===== src/pmdb_pkg.sv =====
// Package for the peripheral module disable bank: offsets, masks, carriers
package pmdb_pkg;
  // Register indices as printed; byte address is four times the index
  localparam logic [11:0] IDX_SYSTEM = 12'h060;
  localparam logic [11:0] IDX_TIMER = 12'h061;
  localparam logic [11:0] IDX_ANALOG = 12'h063;
  localparam logic [11:0] IDX_WAVE = 12'h064;
  localparam int ADDR_W = 14;
  // Implemented bit masks
  localparam logic [7:0] MASK_SYSTEM = 8'hfb;
  localparam logic [7:0] MASK_TIMER = 8'hff;
  localparam logic [7:0] MASK_ANALOG = 8'he7;
  localparam logic [7:0] MASK_WAVE = 8'h7f;
  localparam logic [7:0] RST_VAL = 8'h00;
  // Field positions
  localparam int B_SYSCLK = 7;
  localparam int B_FVREF = 6;
  localparam int B_VDET = 5;
  localparam int B_CRC = 4;
  localparam int B_SCAN = 3;
  localparam int B_CLKREF = 1;
  localparam int B_IOC = 0;
  localparam int B_MTMR = 7;
  localparam int N_TIMERS = 7;
  localparam int B_ACT = 7;
  localparam int B_DAC = 6;
  localparam int B_ADC = 5;
  localparam int B_CMP2 = 2;
  localparam int B_CMP1 = 1;
  localparam int B_ZCD = 0;
  localparam int B_CWG3 = 6;
  localparam int B_CWG2 = 5;
  localparam int B_CWG1 = 4;
  localparam int B_DSM = 3;
  localparam int B_NCO3 = 2;
  localparam int B_NCO2 = 1;
  localparam int B_NCO1 = 0;
  localparam logic [1:0] RESP_OKAY = 2'b00;
  localparam logic [1:0] RESP_SLVERR = 2'b10;

  // Hold-in-reset requests to each peripheral
  typedef struct packed {
    logic fixedVrefOff;
    logic voltDetectOff;
    logic checksumUnitOff;
    logic memScannerOff;
    logic clockRefOutOff;
    logic pinChangeIrqOff;
    logic measureTimerOff;
    logic [N_TIMERS-1:0] timerNOff;
    logic activeTuningOff;
    logic dacUnitOff;
    logic adcUnitOff;
    logic comparatorTwoOff;
    logic comparatorOneOff;
    logic zeroCrossOff;
    logic waveformGen3Off;
    logic waveformGen2Off;
    logic waveformGen1Off;
    logic signalModulatorOff;
    logic ctrlOsc3Off;
    logic ctrlOsc2Off;
    logic ctrlOsc1Off;
  } pmdb_off_t;
endpackage : pmdb_pkg


===== src/pmdb_bank.sv =====
// Peripheral module disable bank with an AXI4-Lite register slave
// Behaviour
// - Bit 7 of system register set stops full-rate peripheral clock network.
// - Only the full-rate clock is gated; the divided-by-four clock runs on.
// - System bit 6 holds the fixed voltage reference disabled.
// - System bit 5 holds the voltage detector disabled.
// - System bit 4 holds the checksum unit disabled.
// - System bit 3 holds the memory scanner disabled.
// - System bit 1 holds the clock reference output disabled.
// - System bit 0 holds the pin change interrupt logic disabled.
// - Timer register bit 7 holds the measurement timer disabled.
// - Timer register bits 0 to 6 each disable the timer of that index.
// - Analog register bit 7 holds active clock tuning disabled.
// - Analog register bit 6 holds the DAC disabled.
// - Analog register bit 5 holds the ADC disabled.
// - Analog register bits 2 and 1 disable comparators two and one.
// - Analog bit 0 disables zero-cross, qualified by its configuration input.
// - Waveform register bits 6, 5, 4 disable waveform generators 3, 2, 1.
// - Waveform register bit 3 holds the signal modulator disabled.
// - Waveform register bits 2, 1, 0 disable oscillators 3, 2, 1.
// - After reset every disable bit is zero, all modules enabled.
// - Disabled module is held in reset, outputs off, its registers blocked.
// - Clearing a bit re-enables the module from its reset state.
//
// Our own choice: the AXI4-Lite register port.
`timescale 1ns/1ps
`default_nettype none
module pmdb_bank
  import pmdb_pkg::*;
(
  input wire logic clk_sys, // System clock, 10 MHz
  input wire logic rst_n, // Synchronous reset, active low
  input wire logic zcdConfigEn, // Zero-cross config lets the disable bit act
  input wire logic [ADDR_W-1:0] s_axi_awaddr, // Write address
  input wire logic s_axi_awvalid, // Write address valid
  output logic s_axi_awready, // Write address ready
  input wire logic [31:0] s_axi_wdata, // Write data
  input wire logic [3:0] s_axi_wstrb, // Write byte strobes
  input wire logic s_axi_wvalid, // Write data valid
  output logic s_axi_wready, // Write data ready
  output logic [1:0] s_axi_bresp, // Write response
  output logic s_axi_bvalid, // Write response valid
  input wire logic s_axi_bready, // Write response ready
  input wire logic [ADDR_W-1:0] s_axi_araddr, // Read address
  input wire logic s_axi_arvalid, // Read address valid
  output logic s_axi_arready, // Read address ready
  output logic [31:0] s_axi_rdata, // Read data
  output logic [1:0] s_axi_rresp, // Read response
  output logic s_axi_rvalid, // Read data valid
  input wire logic s_axi_rready, // Read data ready
  output logic sysClockNetOff, // Gate request for full-rate peripheral clock
  output pmdb_off_t modOff // Hold-in-reset requests per peripheral
);

  ////////////////////////////////////////////////////////////////////////
  // Registers and write channel state
  logic [7:0] sysDis_r;
  logic [7:0] tmrDis_r;
  logic [7:0] anaDis_r;
  logic [7:0] wavDis_r;
  logic awHeld_r;
  logic wHeld_r;
  logic [ADDR_W-1:0] awAddr_r;
  logic [31:0] wData_r;
  logic [3:0] wStrb_r;
  logic bValid_r;
  logic [1:0] bResp_r;
  logic rValid_r;
  logic [31:0] rData_r;
  logic [1:0] rResp_r;
  logic doWrite;
  logic wrHit;
  logic [11:0] wrIdx;
  logic [11:0] rdIdx;

  // Handshake readies from holding state
  assign s_axi_awready = !awHeld_r && !bValid_r;
  assign s_axi_wready = !wHeld_r && !bValid_r;
  assign s_axi_arready = !rValid_r;
  assign s_axi_bvalid = bValid_r;
  assign s_axi_bresp = bResp_r;
  assign s_axi_rvalid = rValid_r;
  assign s_axi_rdata = rData_r;
  assign s_axi_rresp = rResp_r;

  // Word indices from byte addresses
  assign wrIdx = awAddr_r[ADDR_W-1:2];
  assign rdIdx = s_axi_araddr[ADDR_W-1:2];
  assign doWrite = awHeld_r && wHeld_r && !bValid_r;
  assign wrHit = (wrIdx == IDX_SYSTEM) || (wrIdx == IDX_TIMER) ||
                 (wrIdx == IDX_ANALOG) || (wrIdx == IDX_WAVE);

  ////////////////////////////////////////////////////////////////////////
  // Write address capture
  always_ff @(posedge clk_sys) begin
    if (!rst_n) begin
      awHeld_r <= 1'b0;
      awAddr_r <= '0;
    end else if (s_axi_awvalid && s_axi_awready) begin
      awHeld_r <= 1'b1;
      awAddr_r <= s_axi_awaddr;
    end else if (doWrite) begin
      awHeld_r <= 1'b0;
    end
  end

  // Write data capture
  always_ff @(posedge clk_sys) begin
    if (!rst_n) begin
      wHeld_r <= 1'b0;
      wData_r <= '0;
      wStrb_r <= '0;
    end else if (s_axi_wvalid && s_axi_wready) begin
      wHeld_r <= 1'b1;
      wData_r <= s_axi_wdata;
      wStrb_r <= s_axi_wstrb;
    end else if (doWrite) begin
      wHeld_r <= 1'b0;
    end
  end

  // Write response, error on unmapped word
  always_ff @(posedge clk_sys) begin
    if (!rst_n) begin
      bValid_r <= 1'b0;
      bResp_r <= RESP_OKAY;
    end else if (doWrite) begin
      bValid_r <= 1'b1;
      bResp_r <= wrHit ? RESP_OKAY : RESP_SLVERR;
    end else if (s_axi_bready) begin
      bValid_r <= 1'b0;
    end
  end

  ////////////////////////////////////////////////////////////////////////
  // Disable registers, masked to implemented bits
  always_ff @(posedge clk_sys) begin
    if (!rst_n) begin
      sysDis_r <= RST_VAL;
      tmrDis_r <= RST_VAL;
      anaDis_r <= RST_VAL;
      wavDis_r <= RST_VAL;
    end else if (doWrite && wStrb_r[0]) begin
      if (wrIdx == IDX_SYSTEM) begin
        sysDis_r <= wData_r[7:0] & MASK_SYSTEM;
      end
      if (wrIdx == IDX_TIMER) begin
        tmrDis_r <= wData_r[7:0] & MASK_TIMER;
      end
      if (wrIdx == IDX_ANALOG) begin
        anaDis_r <= wData_r[7:0] & MASK_ANALOG;
      end
      if (wrIdx == IDX_WAVE) begin
        wavDis_r <= wData_r[7:0] & MASK_WAVE;
      end
    end
  end

  ////////////////////////////////////////////////////////////////////////
  // Read channel, one-cycle answer
  always_ff @(posedge clk_sys) begin
    if (!rst_n) begin
      rValid_r <= 1'b0;
      rData_r <= '0;
      rResp_r <= RESP_OKAY;
    end else if (s_axi_arvalid && s_axi_arready) begin
      rValid_r <= 1'b1;
      rResp_r <= RESP_OKAY;
      case (rdIdx)
        IDX_SYSTEM: rData_r <= {24'h000000, sysDis_r};
        IDX_TIMER: rData_r <= {24'h000000, tmrDis_r};
        IDX_ANALOG: rData_r <= {24'h000000, anaDis_r};
        IDX_WAVE: rData_r <= {24'h000000, wavDis_r};
        default: begin
          rData_r <= '0;
          rResp_r <= RESP_SLVERR;
        end
      endcase
    end else if (s_axi_rready) begin
      rValid_r <= 1'b0;
    end
  end

  ////////////////////////////////////////////////////////////////////////
  // Registered disable requests; peripherals hold reset and block access
  // while high and restart from reset values when low
  always_ff @(posedge clk_sys) begin
    if (!rst_n) begin
      sysClockNetOff <= 1'b0;
      modOff <= '0;
    end else begin
      sysClockNetOff <= sysDis_r[B_SYSCLK];
      modOff.fixedVrefOff <= sysDis_r[B_FVREF];
      modOff.voltDetectOff <= sysDis_r[B_VDET];
      modOff.checksumUnitOff <= sysDis_r[B_CRC];
      modOff.memScannerOff <= sysDis_r[B_SCAN];
      modOff.clockRefOutOff <= sysDis_r[B_CLKREF];
      modOff.pinChangeIrqOff <= sysDis_r[B_IOC];
      modOff.measureTimerOff <= tmrDis_r[B_MTMR];
      modOff.timerNOff <= tmrDis_r[N_TIMERS-1:0];
      modOff.activeTuningOff <= anaDis_r[B_ACT];
      modOff.dacUnitOff <= anaDis_r[B_DAC];
      modOff.adcUnitOff <= anaDis_r[B_ADC];
      modOff.comparatorTwoOff <= anaDis_r[B_CMP2];
      modOff.comparatorOneOff <= anaDis_r[B_CMP1];
      modOff.zeroCrossOff <= anaDis_r[B_ZCD] && zcdConfigEn;
      modOff.waveformGen3Off <= wavDis_r[B_CWG3];
      modOff.waveformGen2Off <= wavDis_r[B_CWG2];
      modOff.waveformGen1Off <= wavDis_r[B_CWG1];
      modOff.signalModulatorOff <= wavDis_r[B_DSM];
      modOff.ctrlOsc3Off <= wavDis_r[B_NCO3];
      modOff.ctrlOsc2Off <= wavDis_r[B_NCO2];
      modOff.ctrlOsc1Off <= wavDis_r[B_NCO1];
    end
  end

  ////////////////////////////////////////////////////////////////////////
  // Checks on the system register outputs
  // Each output is its register bit, one edge later
  // Clock network gate follows its bit
  a_sysclk_follow: assert property (@(posedge clk_sys) disable iff (!rst_n)
    sysClockNetOff == $past(sysDis_r[B_SYSCLK]))
    else $error("clock gate lag wrong");
  // Voltage reference off follows its bit
  a_fvref_follow: assert property (@(posedge clk_sys) disable iff (!rst_n)
    modOff.fixedVrefOff == $past(sysDis_r[B_FVREF]))
    else $error("vref off wrong");
  // Voltage detector off follows its bit
  a_vdet_follow: assert property (@(posedge clk_sys) disable iff (!rst_n)
    modOff.voltDetectOff == $past(sysDis_r[B_VDET]))
    else $error("vdet off wrong");
  // Checksum unit off follows its bit
  a_crc_follow: assert property (@(posedge clk_sys) disable iff (!rst_n)
    modOff.checksumUnitOff == $past(sysDis_r[B_CRC]))
    else $error("checksum off wrong");
  // Memory scanner off follows its bit
  a_scan_follow: assert property (@(posedge clk_sys) disable iff (!rst_n)
    modOff.memScannerOff == $past(sysDis_r[B_SCAN]))
    else $error("scanner off wrong");
  // Clock reference output off follows its bit
  a_clkref_follow: assert property (@(posedge clk_sys) disable iff (!rst_n)
    modOff.clockRefOutOff == $past(sysDis_r[B_CLKREF]))
    else $error("clock ref off wrong");
  // Pin change logic off follows its bit
  a_ioc_follow: assert property (@(posedge clk_sys) disable iff (!rst_n)
    modOff.pinChangeIrqOff == $past(sysDis_r[B_IOC]))
    else $error("pin change off wrong");

  ////////////////////////////////////////////////////////////////////////
  // Checks on the timer and analog register outputs
  // Measurement timer off follows its bit
  a_mtmr_follow: assert property (@(posedge clk_sys) disable iff (!rst_n)
    modOff.measureTimerOff == $past(tmrDis_r[B_MTMR]))
    else $error("measure timer off wrong");
  // Timer offs follow their bits
  a_timer_follow: assert property (@(posedge clk_sys) disable iff (!rst_n)
    modOff.timerNOff == $past(tmrDis_r[N_TIMERS-1:0]))
    else $error("timer off wrong");
  // Clock tuning off follows its bit
  a_act_follow: assert property (@(posedge clk_sys) disable iff (!rst_n)
    modOff.activeTuningOff == $past(anaDis_r[B_ACT]))
    else $error("tuning off wrong");
  // Converter off rises one edge after its bit
  a_dac_follow: assert property (@(posedge clk_sys) disable iff (!rst_n)
    $rose(anaDis_r[B_DAC]) |=> modOff.dacUnitOff)
    else $error("dac off late");
  // Converter off level follows its bit
  a_dac_level: assert property (@(posedge clk_sys) disable iff (!rst_n)
    modOff.dacUnitOff == $past(anaDis_r[B_DAC]))
    else $error("dac off wrong");
  // Sampling converter off follows its bit
  a_adc_follow: assert property (@(posedge clk_sys) disable iff (!rst_n)
    modOff.adcUnitOff == $past(anaDis_r[B_ADC]))
    else $error("adc off wrong");
  // Comparator two released after its bit falls
  a_cmp_follow: assert property (@(posedge clk_sys) disable iff (!rst_n)
    $fell(anaDis_r[B_CMP2]) |=> !modOff.comparatorTwoOff)
    else $error("cmp2 stuck off");
  // Comparator one off follows its bit
  a_cmp1_follow: assert property (@(posedge clk_sys) disable iff (!rst_n)
    modOff.comparatorOneOff == $past(anaDis_r[B_CMP1]))
    else $error("cmp1 off wrong");
  // Zero-cross off only while configuration allows it
  a_zcd_qualify: assert property (@(posedge clk_sys) disable iff (!rst_n)
    modOff.zeroCrossOff |-> $past(zcdConfigEn))
    else $error("zcd off unqualified");
  // Zero-cross off is bit and configuration together
  a_zcd_follow: assert property (@(posedge clk_sys) disable iff (!rst_n)
    modOff.zeroCrossOff == $past(anaDis_r[B_ZCD] && zcdConfigEn))
    else $error("zcd off wrong");

  ////////////////////////////////////////////////////////////////////////
  // Checks on the waveform register outputs
  // Generator three off follows its bit
  a_cwg3_follow: assert property (@(posedge clk_sys) disable iff (!rst_n)
    modOff.waveformGen3Off == $past(wavDis_r[B_CWG3]))
    else $error("gen3 off wrong");
  // Generator two off follows its bit
  a_cwg2_follow: assert property (@(posedge clk_sys) disable iff (!rst_n)
    modOff.waveformGen2Off == $past(wavDis_r[B_CWG2]))
    else $error("gen2 off wrong");
  // Generator one off follows its bit
  a_cwg1_follow: assert property (@(posedge clk_sys) disable iff (!rst_n)
    modOff.waveformGen1Off == $past(wavDis_r[B_CWG1]))
    else $error("gen1 off wrong");
  // Signal modulator off follows its bit
  a_dsm_follow: assert property (@(posedge clk_sys) disable iff (!rst_n)
    modOff.signalModulatorOff == $past(wavDis_r[B_DSM]))
    else $error("modulator off wrong");
  // Oscillator three off follows its bit
  a_nco3_follow: assert property (@(posedge clk_sys) disable iff (!rst_n)
    modOff.ctrlOsc3Off == $past(wavDis_r[B_NCO3]))
    else $error("osc3 off wrong");
  // Oscillator two off follows its bit
  a_nco2_follow: assert property (@(posedge clk_sys) disable iff (!rst_n)
    modOff.ctrlOsc2Off == $past(wavDis_r[B_NCO2]))
    else $error("osc2 off wrong");

  ////////////////////////////////////////////////////////////////////////
  // Checks on reset, masking and write timing
  // Reserved positions never hold a one
  a_unimpl_zero: assert property (@(posedge clk_sys) disable iff (!rst_n)
    (sysDis_r[2] == 1'b0) && (anaDis_r[4:3] == 2'b00) && (wavDis_r[7] == 1'b0))
    else $error("unimplemented bit set");
  // Reset clears every disable register
  a_reset_clear: assert property (@(posedge clk_sys)
    !rst_n |=> (sysDis_r == 8'h00 && tmrDis_r == 8'h00 && anaDis_r == 8'h00 && wavDis_r == 8'h00))
    else $error("reset left bits set");
  // Reset clears every disable output
  a_outputs_reset: assert property (@(posedge clk_sys)
    !rst_n |=> (!sysClockNetOff && modOff == '0))
    else $error("reset left outputs set");
  // A waveform write reaches its output two edges on
  a_write_reach: assert property (@(posedge clk_sys) disable iff (!rst_n)
    (doWrite && wStrb_r[0] && wrIdx == IDX_WAVE) |-> ##2 (modOff.ctrlOsc1Off == $past(wData_r[B_NCO1], 2)))
    else $error("write not effective");
  // System write lands masked one edge on
  a_write_system: assert property (@(posedge clk_sys) disable iff (!rst_n)
    (doWrite && wStrb_r[0] && wrIdx == IDX_SYSTEM) |=> (sysDis_r == ($past(wData_r[7:0]) & MASK_SYSTEM)))
    else $error("system write wrong");
  // Analog write lands masked one edge on
  a_write_analog: assert property (@(posedge clk_sys) disable iff (!rst_n)
    (doWrite && wStrb_r[0] && wrIdx == IDX_ANALOG) |=> (anaDis_r == ($past(wData_r[7:0]) & MASK_ANALOG)))
    else $error("analog write wrong");
  // Low byte strobe off leaves every register alone
  a_strobe_skip: assert property (@(posedge clk_sys) disable iff (!rst_n)
    (doWrite && !wStrb_r[0]) |=> ($stable(sysDis_r) && $stable(tmrDis_r) && $stable(anaDis_r) && $stable(wavDis_r)))
    else $error("masked write changed a register");

  ////////////////////////////////////////////////////////////////////////
  // Checks on the register bus answers
  // Write answer one edge after both halves are held
  a_write_answer: assert property (@(posedge clk_sys) disable iff (!rst_n)
    doWrite |=> s_axi_bvalid)
    else $error("write answer late");
  // Unmapped word answers with an error
  a_bresp_unmapped: assert property (@(posedge clk_sys) disable iff (!rst_n)
    (doWrite && !wrHit) |=> (s_axi_bresp == RESP_SLVERR))
    else $error("unmapped write not refused");
  // Accepted write answer drops
  a_bvalid_clear: assert property (@(posedge clk_sys) disable iff (!rst_n)
    (s_axi_bvalid && s_axi_bready) |=> !s_axi_bvalid)
    else $error("write answer stuck");
  // No new write taken while an answer is pending
  a_busy_refuse: assert property (@(posedge clk_sys) disable iff (!rst_n)
    s_axi_bvalid |-> (!s_axi_awready && !s_axi_wready))
    else $error("write taken while busy");
  // Read answer one edge after the address is taken
  a_read_answer: assert property (@(posedge clk_sys) disable iff (!rst_n)
    (s_axi_arvalid && s_axi_arready) |=> s_axi_rvalid)
    else $error("read answer late");
  // Upper read bits are always zero
  a_read_upper: assert property (@(posedge clk_sys) disable iff (!rst_n)
    s_axi_rvalid |-> (s_axi_rdata[31:8] == 24'h000000))
    else $error("upper read bits set");

endmodule : pmdb_bank
`default_nettype wire


===== config.mk =====
export PLATFORM = sky130hd
export DESIGN_NAME = pmdb_bank
export DESIGN_NICKNAME = d
export VERILOG_FILES = /design/src/pmdb_pkg.sv /design/src/pmdb_bank.sv
export SDC_FILE = /design/constraint.sdc
export NUM_CORES = 1
export LEC_CHECK = 0
export ABC_AREA = 1
export BUFFER_PORTS_ARGS = -buffer_cell sky130_fd_sc_hd__buf_4
export CORE_ASPECT_RATIO = 0.7
export CORE_MARGIN = 5
export CORE_UTILIZATION = 45
export CTS_BUF_LIST = sky130_fd_sc_hd__clkbuf_8
export DETAILED_ROUTE_END_ITERATION = 10
export GPL_ROUTABILITY_DRIVEN = 0
export PLACE_DENSITY = 0.77
export SYNTH_ARGS = -nofsm -noshare
export SYNTH_HDL_FRONTEND = slang
export SYNTH_SLANG_ARGS = --single-unit

===== constraint.sdc =====
create_clock -name clk_sys -period 2.3 [get_ports clk_sys]
set_input_delay 0.23 -clock clk_sys [delete_from_list [all_inputs] [get_ports clk_sys]]
set_output_delay 0.23 -clock clk_sys [all_outputs]
set_load 0.005 [all_outputs]

==> run_results.csv, run 1 <==
group,metric,value,unit
clocking,worst_setup_hold_path_clk_slew,0.09,ns
sta,drv_slew,0,
global_routing,grt_use_total,0.1716,
clocking,cts_tree,"done",
sta,slew_headroom,0.6153,
clocking,cts_max_level,3,
logic_synthesis,ys_top_cells_by_count,"91 x dfxtp_1, 78 x inv_1, 74 x nand2_1",
drt,wirelength,8.485,mm
logic_synthesis,synthFlopType,"dfxtp_1",
floorplanning,die_x,117.5,um
logic_synthesis,syn-mean-instance-area,7.423,um2
final_layout,drive_gt1_frac,0.1958,
logic_synthesis,ys_top_cells_by_area,"dfxtp_1 50%, inv_1 8.0%, nand2_1 7.6%, nor2_1 5.7%, a21oi_1 5.6%",
clocking,cts.path.max_buffers,2,
floorplanning,die_h,85.22,um
logic_synthesis,yosys.area.top_type,"dfxtp_1",
worst_setup_path,critPathRequiredTime,2.52,ns
drt,routedWlPerCell,12.61,um
sta,fin_crit_sh,0.7990,
logic_synthesis,yosysSeqAreaShare,0.5009,
drt,drc,0,
worst_setup_path,endpoint_kind,"flop",
clocking,cts_made_buffers,9,
floorplanning,core-area,0.007871,mm2
global_routing,grt_pass1_wl,14.26,mm
final_layout,n_antenna_cell,0,
logic_synthesis,synth_most_common_cell,"dfxtp_1",
power_and_ir_drop,vdd_drop_max,0.0002817,V
clocking,clock_latency,0.35,ns
global_routing,grt_pass1_vias,3144,
run_status,status,"finished clean",
logic_synthesis,synth-edff-count,0,
sta,fin_skew,0.01218,ns
final_layout,nNetsFinal,640,
hold_path,hold_path_class,"in -> reg",
placed_design,port-buffer-count,83,
sta,setup-tns-final,0,ns
global_routing,grt_max_degree,64,
worst_setup_path,critPathArrivalTime,2.06,ns
hold_path,min_path_cells,3,
sta,setup_violations,0,
sta,grt_setup_unrepaired,"false",
floorplanning,ios,141,
flow_run,maxCapViolations,0,
global_routing,antenna_found_initial,0,
logic_synthesis,synth_warnings,0,
drt,ant_nets,0,
placed_design,place_hpwl,6.298,mm
worst_setup_path,crit_fanout,16,
floorplanning,start_util,0.4621,
drt,firstDrtPassIters,5,
power_and_ir_drop,power,3055,uW
sta,max_freq,0.5442,GHz
logic_synthesis,synthDominantCellAreaShare,0.5009,
sta,min_period,1.838,ns
final_layout,area_delta_synth_final,22.39,%
drt,drt-vias-per-instance,4.795,
clocking,hold_buffers,0,
clocking,cts_resized,0,
floorplanning,fp-row-count,27,
logic_synthesis,synth-seq-cells,91,
power_and_ir_drop,p_leak,0.002173,uW
clocking,clock_sinks,91,
drt,vias,3227,
worst_setup_path,r2r_cells,6,
clocking,cts_root_buf,"clkbuf_8",
worst_setup_path,path_class,"reg -> reg",
sta,finalHoldViolCount,0,
logic_synthesis,synthCells,490,
drt,drt_iter0_drc,269,
logic_synthesis,netlist_area,0.003637,mm2
global_routing,overflow,0,
worst_setup_path,critical_path.startpoint_type,"flop",
floorplanning,dieArea,0.01001,mm2
power_and_ir_drop,p_per_area,686.2,mW/mm2
sta,tightest_slew,0.5754,ns
clocking,cts_setup_buffers,0,
logic_synthesis,ys_async_sr_fraction,0,
placed_design,place_inst,658,
logic_synthesis,synth_cell_types,20,
final_layout,final_cells,673,
-- through the flow --
step / hold slack (ns) / utilization / setup slack (ns) / area [um2]
finish: 0.1102 / 0.5656 / 0.4624 / 4452
global route: 0.1061 / 0.5656 / 0.2718 / 4452
CTS: 0.09852 / 0.5656 / 0.4523 / 4452
detailed placement: 0.4338 / 0.5381 / 0.4888 / 4235
global placement: 0.4350 / 0.5381 / 0.6228 / 4235
floorplan: 0.3507 / - / 0.9918 / 3731
-- final timing paths --
check,startpoint,to,slack (ns)
worst max-delay path,awAddr_r[13],tmrDis_r[0],0.46
worst max register to register,awAddr_r[13],tmrDis_r[0],0.46
worst min register to register,wavDis_r[0],modOff[0],0.44
worst min-delay path,zcdConfigEn,modOff[7],0.11
-- cells by family after synthesis --
group / share of synthesized area
buf+inv: 0.1603
other cells: 0.001031
simple gates: 0.1988
flops: 0.5009
compound gates: 0.1390
-- flip-flops by register name, indices dropped and copies added (netlist names), 6 cells and up --
name         cells
wavDis_r         7
wData_r          8
modOff          27
tmrDis_r         8
anaDis_r         6
s_axi_rdata      8
awAddr_r        12
sysDis_r         7
-- cell type report --
| cell class | instances | area (um2) |
|---|---|---|
| Tap cell | 101 | 126.4 |
| Inverter | 80 | 300.3 |
| Clock inverter | 5 | 78.83 |
| Sequential cell | 91 | 1822 |
| Fill cell | 740 | 3420 |
| Multi-Input combinational cell | 298 | 1326 |
| Timing Repair Buffer | 88 | 660.6 |
| Clock buffer | 10 | 137.6 |
-- power by group --
part | leakage [uW] | internal, uW | switching (uW) | total, uW
clock | 0.000106 | 632 | 531 | 1160
combinational | 0.00133 | 102 | 137 | 238
sequential | 0.000739 | 1620 | 36.4 | 1650
total | 0.00217 | 2350 | 704 | 3050
-- critical path, stage by stage, from the launching register on --
cell and delay [ns]:
dfxtp_1 0.32, nor2_1 0.11, nand2_1 0.08, nor2_1 0.29, nand3_1 0.49, o21ai_0 0.34
a21oi_1 0.07
-- layout by cell type (no fill, tap or decap), drive strengths merged --
master,n
or2,1
bufinv,2
dfxtp,91
clkbuf,10
o21a,1
buf,88
inv,81
nand2,74
nor2,61
o211ai,1
a21oi,42
conb,26
clkinvlp,2
nor3,1
o21ai,53
nand3,38
-- routing by layer --
metal,share of wire,global-route usage,up-vias
li1,-,-,1621
met1,0.44,0.2277,1451
met2,0.44,0.2603,139
met3,0.11,0.06063,16
met4,0.016,0.05938,0
met5,0,0,-
Power figures use the tool's default switching activity.
==> run 2, diff against run 1 <==
Clock period 2.3 ns to 1.7 ns, I/O delays scaled along.
==> run 2 against run 1 <==
Net effect: core utilization is essentially flat; wire length shrank 2.3%; hold slack lost 0.053 ns; combinational power grew 39%; largest cell class unchanged; critical endpoint is now sysDis_r[1]; flip-flop and latch count is the same; sequential power grew 36%; largest power group unchanged; non-clock buffer count grew 7; clock-buffer cell count shrank 1; die area is the same.
==> run_results.csv, run 2 (synthesized netlist as in run 1, its figures left out) <==
group,metric,value,unit
run_status,status,"finished clean",
sta,setup_slack,0.2248,ns
final_layout,largestRegisters,"modOff x27, awAddr_r x12",
clocking,cts.path.max_buffers,2,
placed_design,dp_worst_setup_slack,0.2399,ns
worst_setup_path,endpoint_kind,"flop",
power_and_ir_drop,p_per_area,841.0,mW/mm2
worst_setup_path,r2r_start,"wHeld_r",
worst_setup_path,critPathRequiredTime,1.94,ns
placed_design,placed_area,0.004300,mm2
worst_setup_path,r2r_cells,8,
clocking,cts_resized,0,
clocking,worst_setup_hold_path_clk_slew,0.08,ns
placed_design,place_hpwl,6.216,mm
drt,vias,3177,
placed_design,port-buffer-count,83,
sta,fin_crit_sh,0.8677,
hold_path,hold_path_class,"in -> reg",
final_layout,nFillCells,748,
clocking,cts_root_buf,"clkbuf_8",
drt,firstDrtPassIters,5,
global_routing,antenna_found_initial,0,
sta,setup_violations,0,
clocking,cts_tree,"done",
worst_setup_path,critPathArrivalTime,1.71,ns
hold_path,min_to,"modOff[7]",
drt,drt-vias-per-instance,4.679,
global_routing,grt_max_degree,47,
power_and_ir_drop,p_leak,0.002188,uW
clocking,cts_made_buffers,9,
final_layout,n_antenna_cell,0,
final_layout,final_cells,679,
global_routing,grt_pass1_wl,13.66,mm
floorplanning,start_util,0.4621,
global_routing,grt_use_total,0.1667,
sta,fin_worst_hold_slack,0.05736,ns
sta,fin_skew,0.004793,ns
sta,grt_setup_unrepaired,"false",
final_layout,fin_area,0.004449,mm2
hold_path,hold_path_startpoint,"zcdConfigEn",
sta,finalHoldViolCount,0,
final_layout,layout_common_cells,"94 x buf_4, 91 x dfxtp_1, 80 x inv_1, 74 x nand2_1, 55 x nor2_1",
global_routing,grt_pass1_vias,2992,
final_layout,area_delta_synth_final,22.33,%
final_layout,final_common_cell,"buf_4",
clocking,clock_sinks,91,
flow_run,maxCapViolations,0,
floorplanning,die_x,117.5,um
sta,max_freq,0.6779,GHz
power_and_ir_drop,vdd_drop_max,0.0005633,V
placed_design,place_inst,665,
worst_setup_path,crit_fanout,14,
worst_setup_path,critical_path.startpoint_type,"flop",
floorplanning,fp-row-count,27,
final_layout,largest_reg_flops,27,
clocking,hold_buffers,0,
worst_setup_path,path_class,"reg -> reg",
drt,drt_iter0_drc,247,
final_layout,nNetsFinal,647,
sta,drv_slew,0,
floorplanning,core-area,0.007871,mm2
final_layout,drive_gt1_frac,0.2024,
worst_setup_path,r2r_slack,0.22,ns
final_layout,largest_register,"modOff",
floorplanning,ios,141,
global_routing,overflow,0,
drt,wirelength,8.290,mm
clocking,cts_max_level,3,
sta,setup-tns-final,0,ns
floorplanning,dieArea,0.01001,mm2
clocking,cts_setup_buffers,0,
drt,ant_nets,0,
drt,routedWlPerCell,12.21,um
clocking,clock_latency,0.35,ns
sta,min_period,1.475,ns
drt,drc,0,
worst_setup_path,r2r_end,"sysDis_r[1]",
floorplanning,die_h,85.22,um
hold_path,min_path_cells,3,
## run 2: changes by cell type in the layout (fill, tap and decap cells not counted)
| cell | delta |
|---|---|
| inv_1 | +1 |
| clkinv_2 | +2 |
| bufinv_16 | -2 |
| buf_4 | +6 |
| buf_12 | +1 |
| clkinvlp_4 | -1 |
| clkbuf_8 | -1 |
## run 2: cell type report
type                       count  area (um2)  share of cell area
clock inverter                 5       25.02            0.005624
inverter                      80       300.3             0.06749
clock buffer                   9       123.9             0.02784
multi-input combinational    298        1326              0.2981
timing repair buffer          95       725.7              0.1631
tap                          101       126.4             0.02840
sequential                    91        1822              0.4094
## run 2: where the power goes
group	switching [uW]	total (uW)	internal, uW
Sequential	50.6	2240	2190
Clock	673	1170	499
Combinational	185	331	146
Total	909	3740	2830
## run 2: through the flow
step                power, uW    util
finish                   3742  0.5653
global route             3938  0.5653
CTS                      3792  0.5653
detailed placement       2616  0.5463
global placement         2603  0.5463
floorplan                2509       -
## run 2: how the worst max path moves through the flow
stage	slack, ns	end	cells after the start	startpoint
after floorplan	0.39	tmrDis_r[6]	8	wHeld_r
final	0.22	sysDis_r[1]	8	wHeld_r
after global routing	0.04	tmrDis_r[5]	8	wHeld_r
after detailed placement	0.24	s_axi_rdata[6]	11	s_axi_araddr[13]
after CTS	0.23	tmrDis_r[5]	8	wHeld_r
after global placement	0.29	s_axi_rdata[1]	11	s_axi_araddr[13]
## run 2: metal layers
layer	vias up	GRT usage	share of wire
li1	1636	-	-
met1	1397	0.2141	0.44
met2	132	0.2562	0.43
met3	12	0.07328	0.12
met4	0	0.04688	0.015
met5	-	0	0
## run 2: critical path: stages, from the launching register on
cell	delay [ns]
dfxtp_1	0.37
inv_1	0.05
nor2_1	0.08
nand2_1	0.13
nor2_2	0.19
nand3_1	0.11
buf_4	0.21
o21ai_0	0.16
a21oi_1	0.06
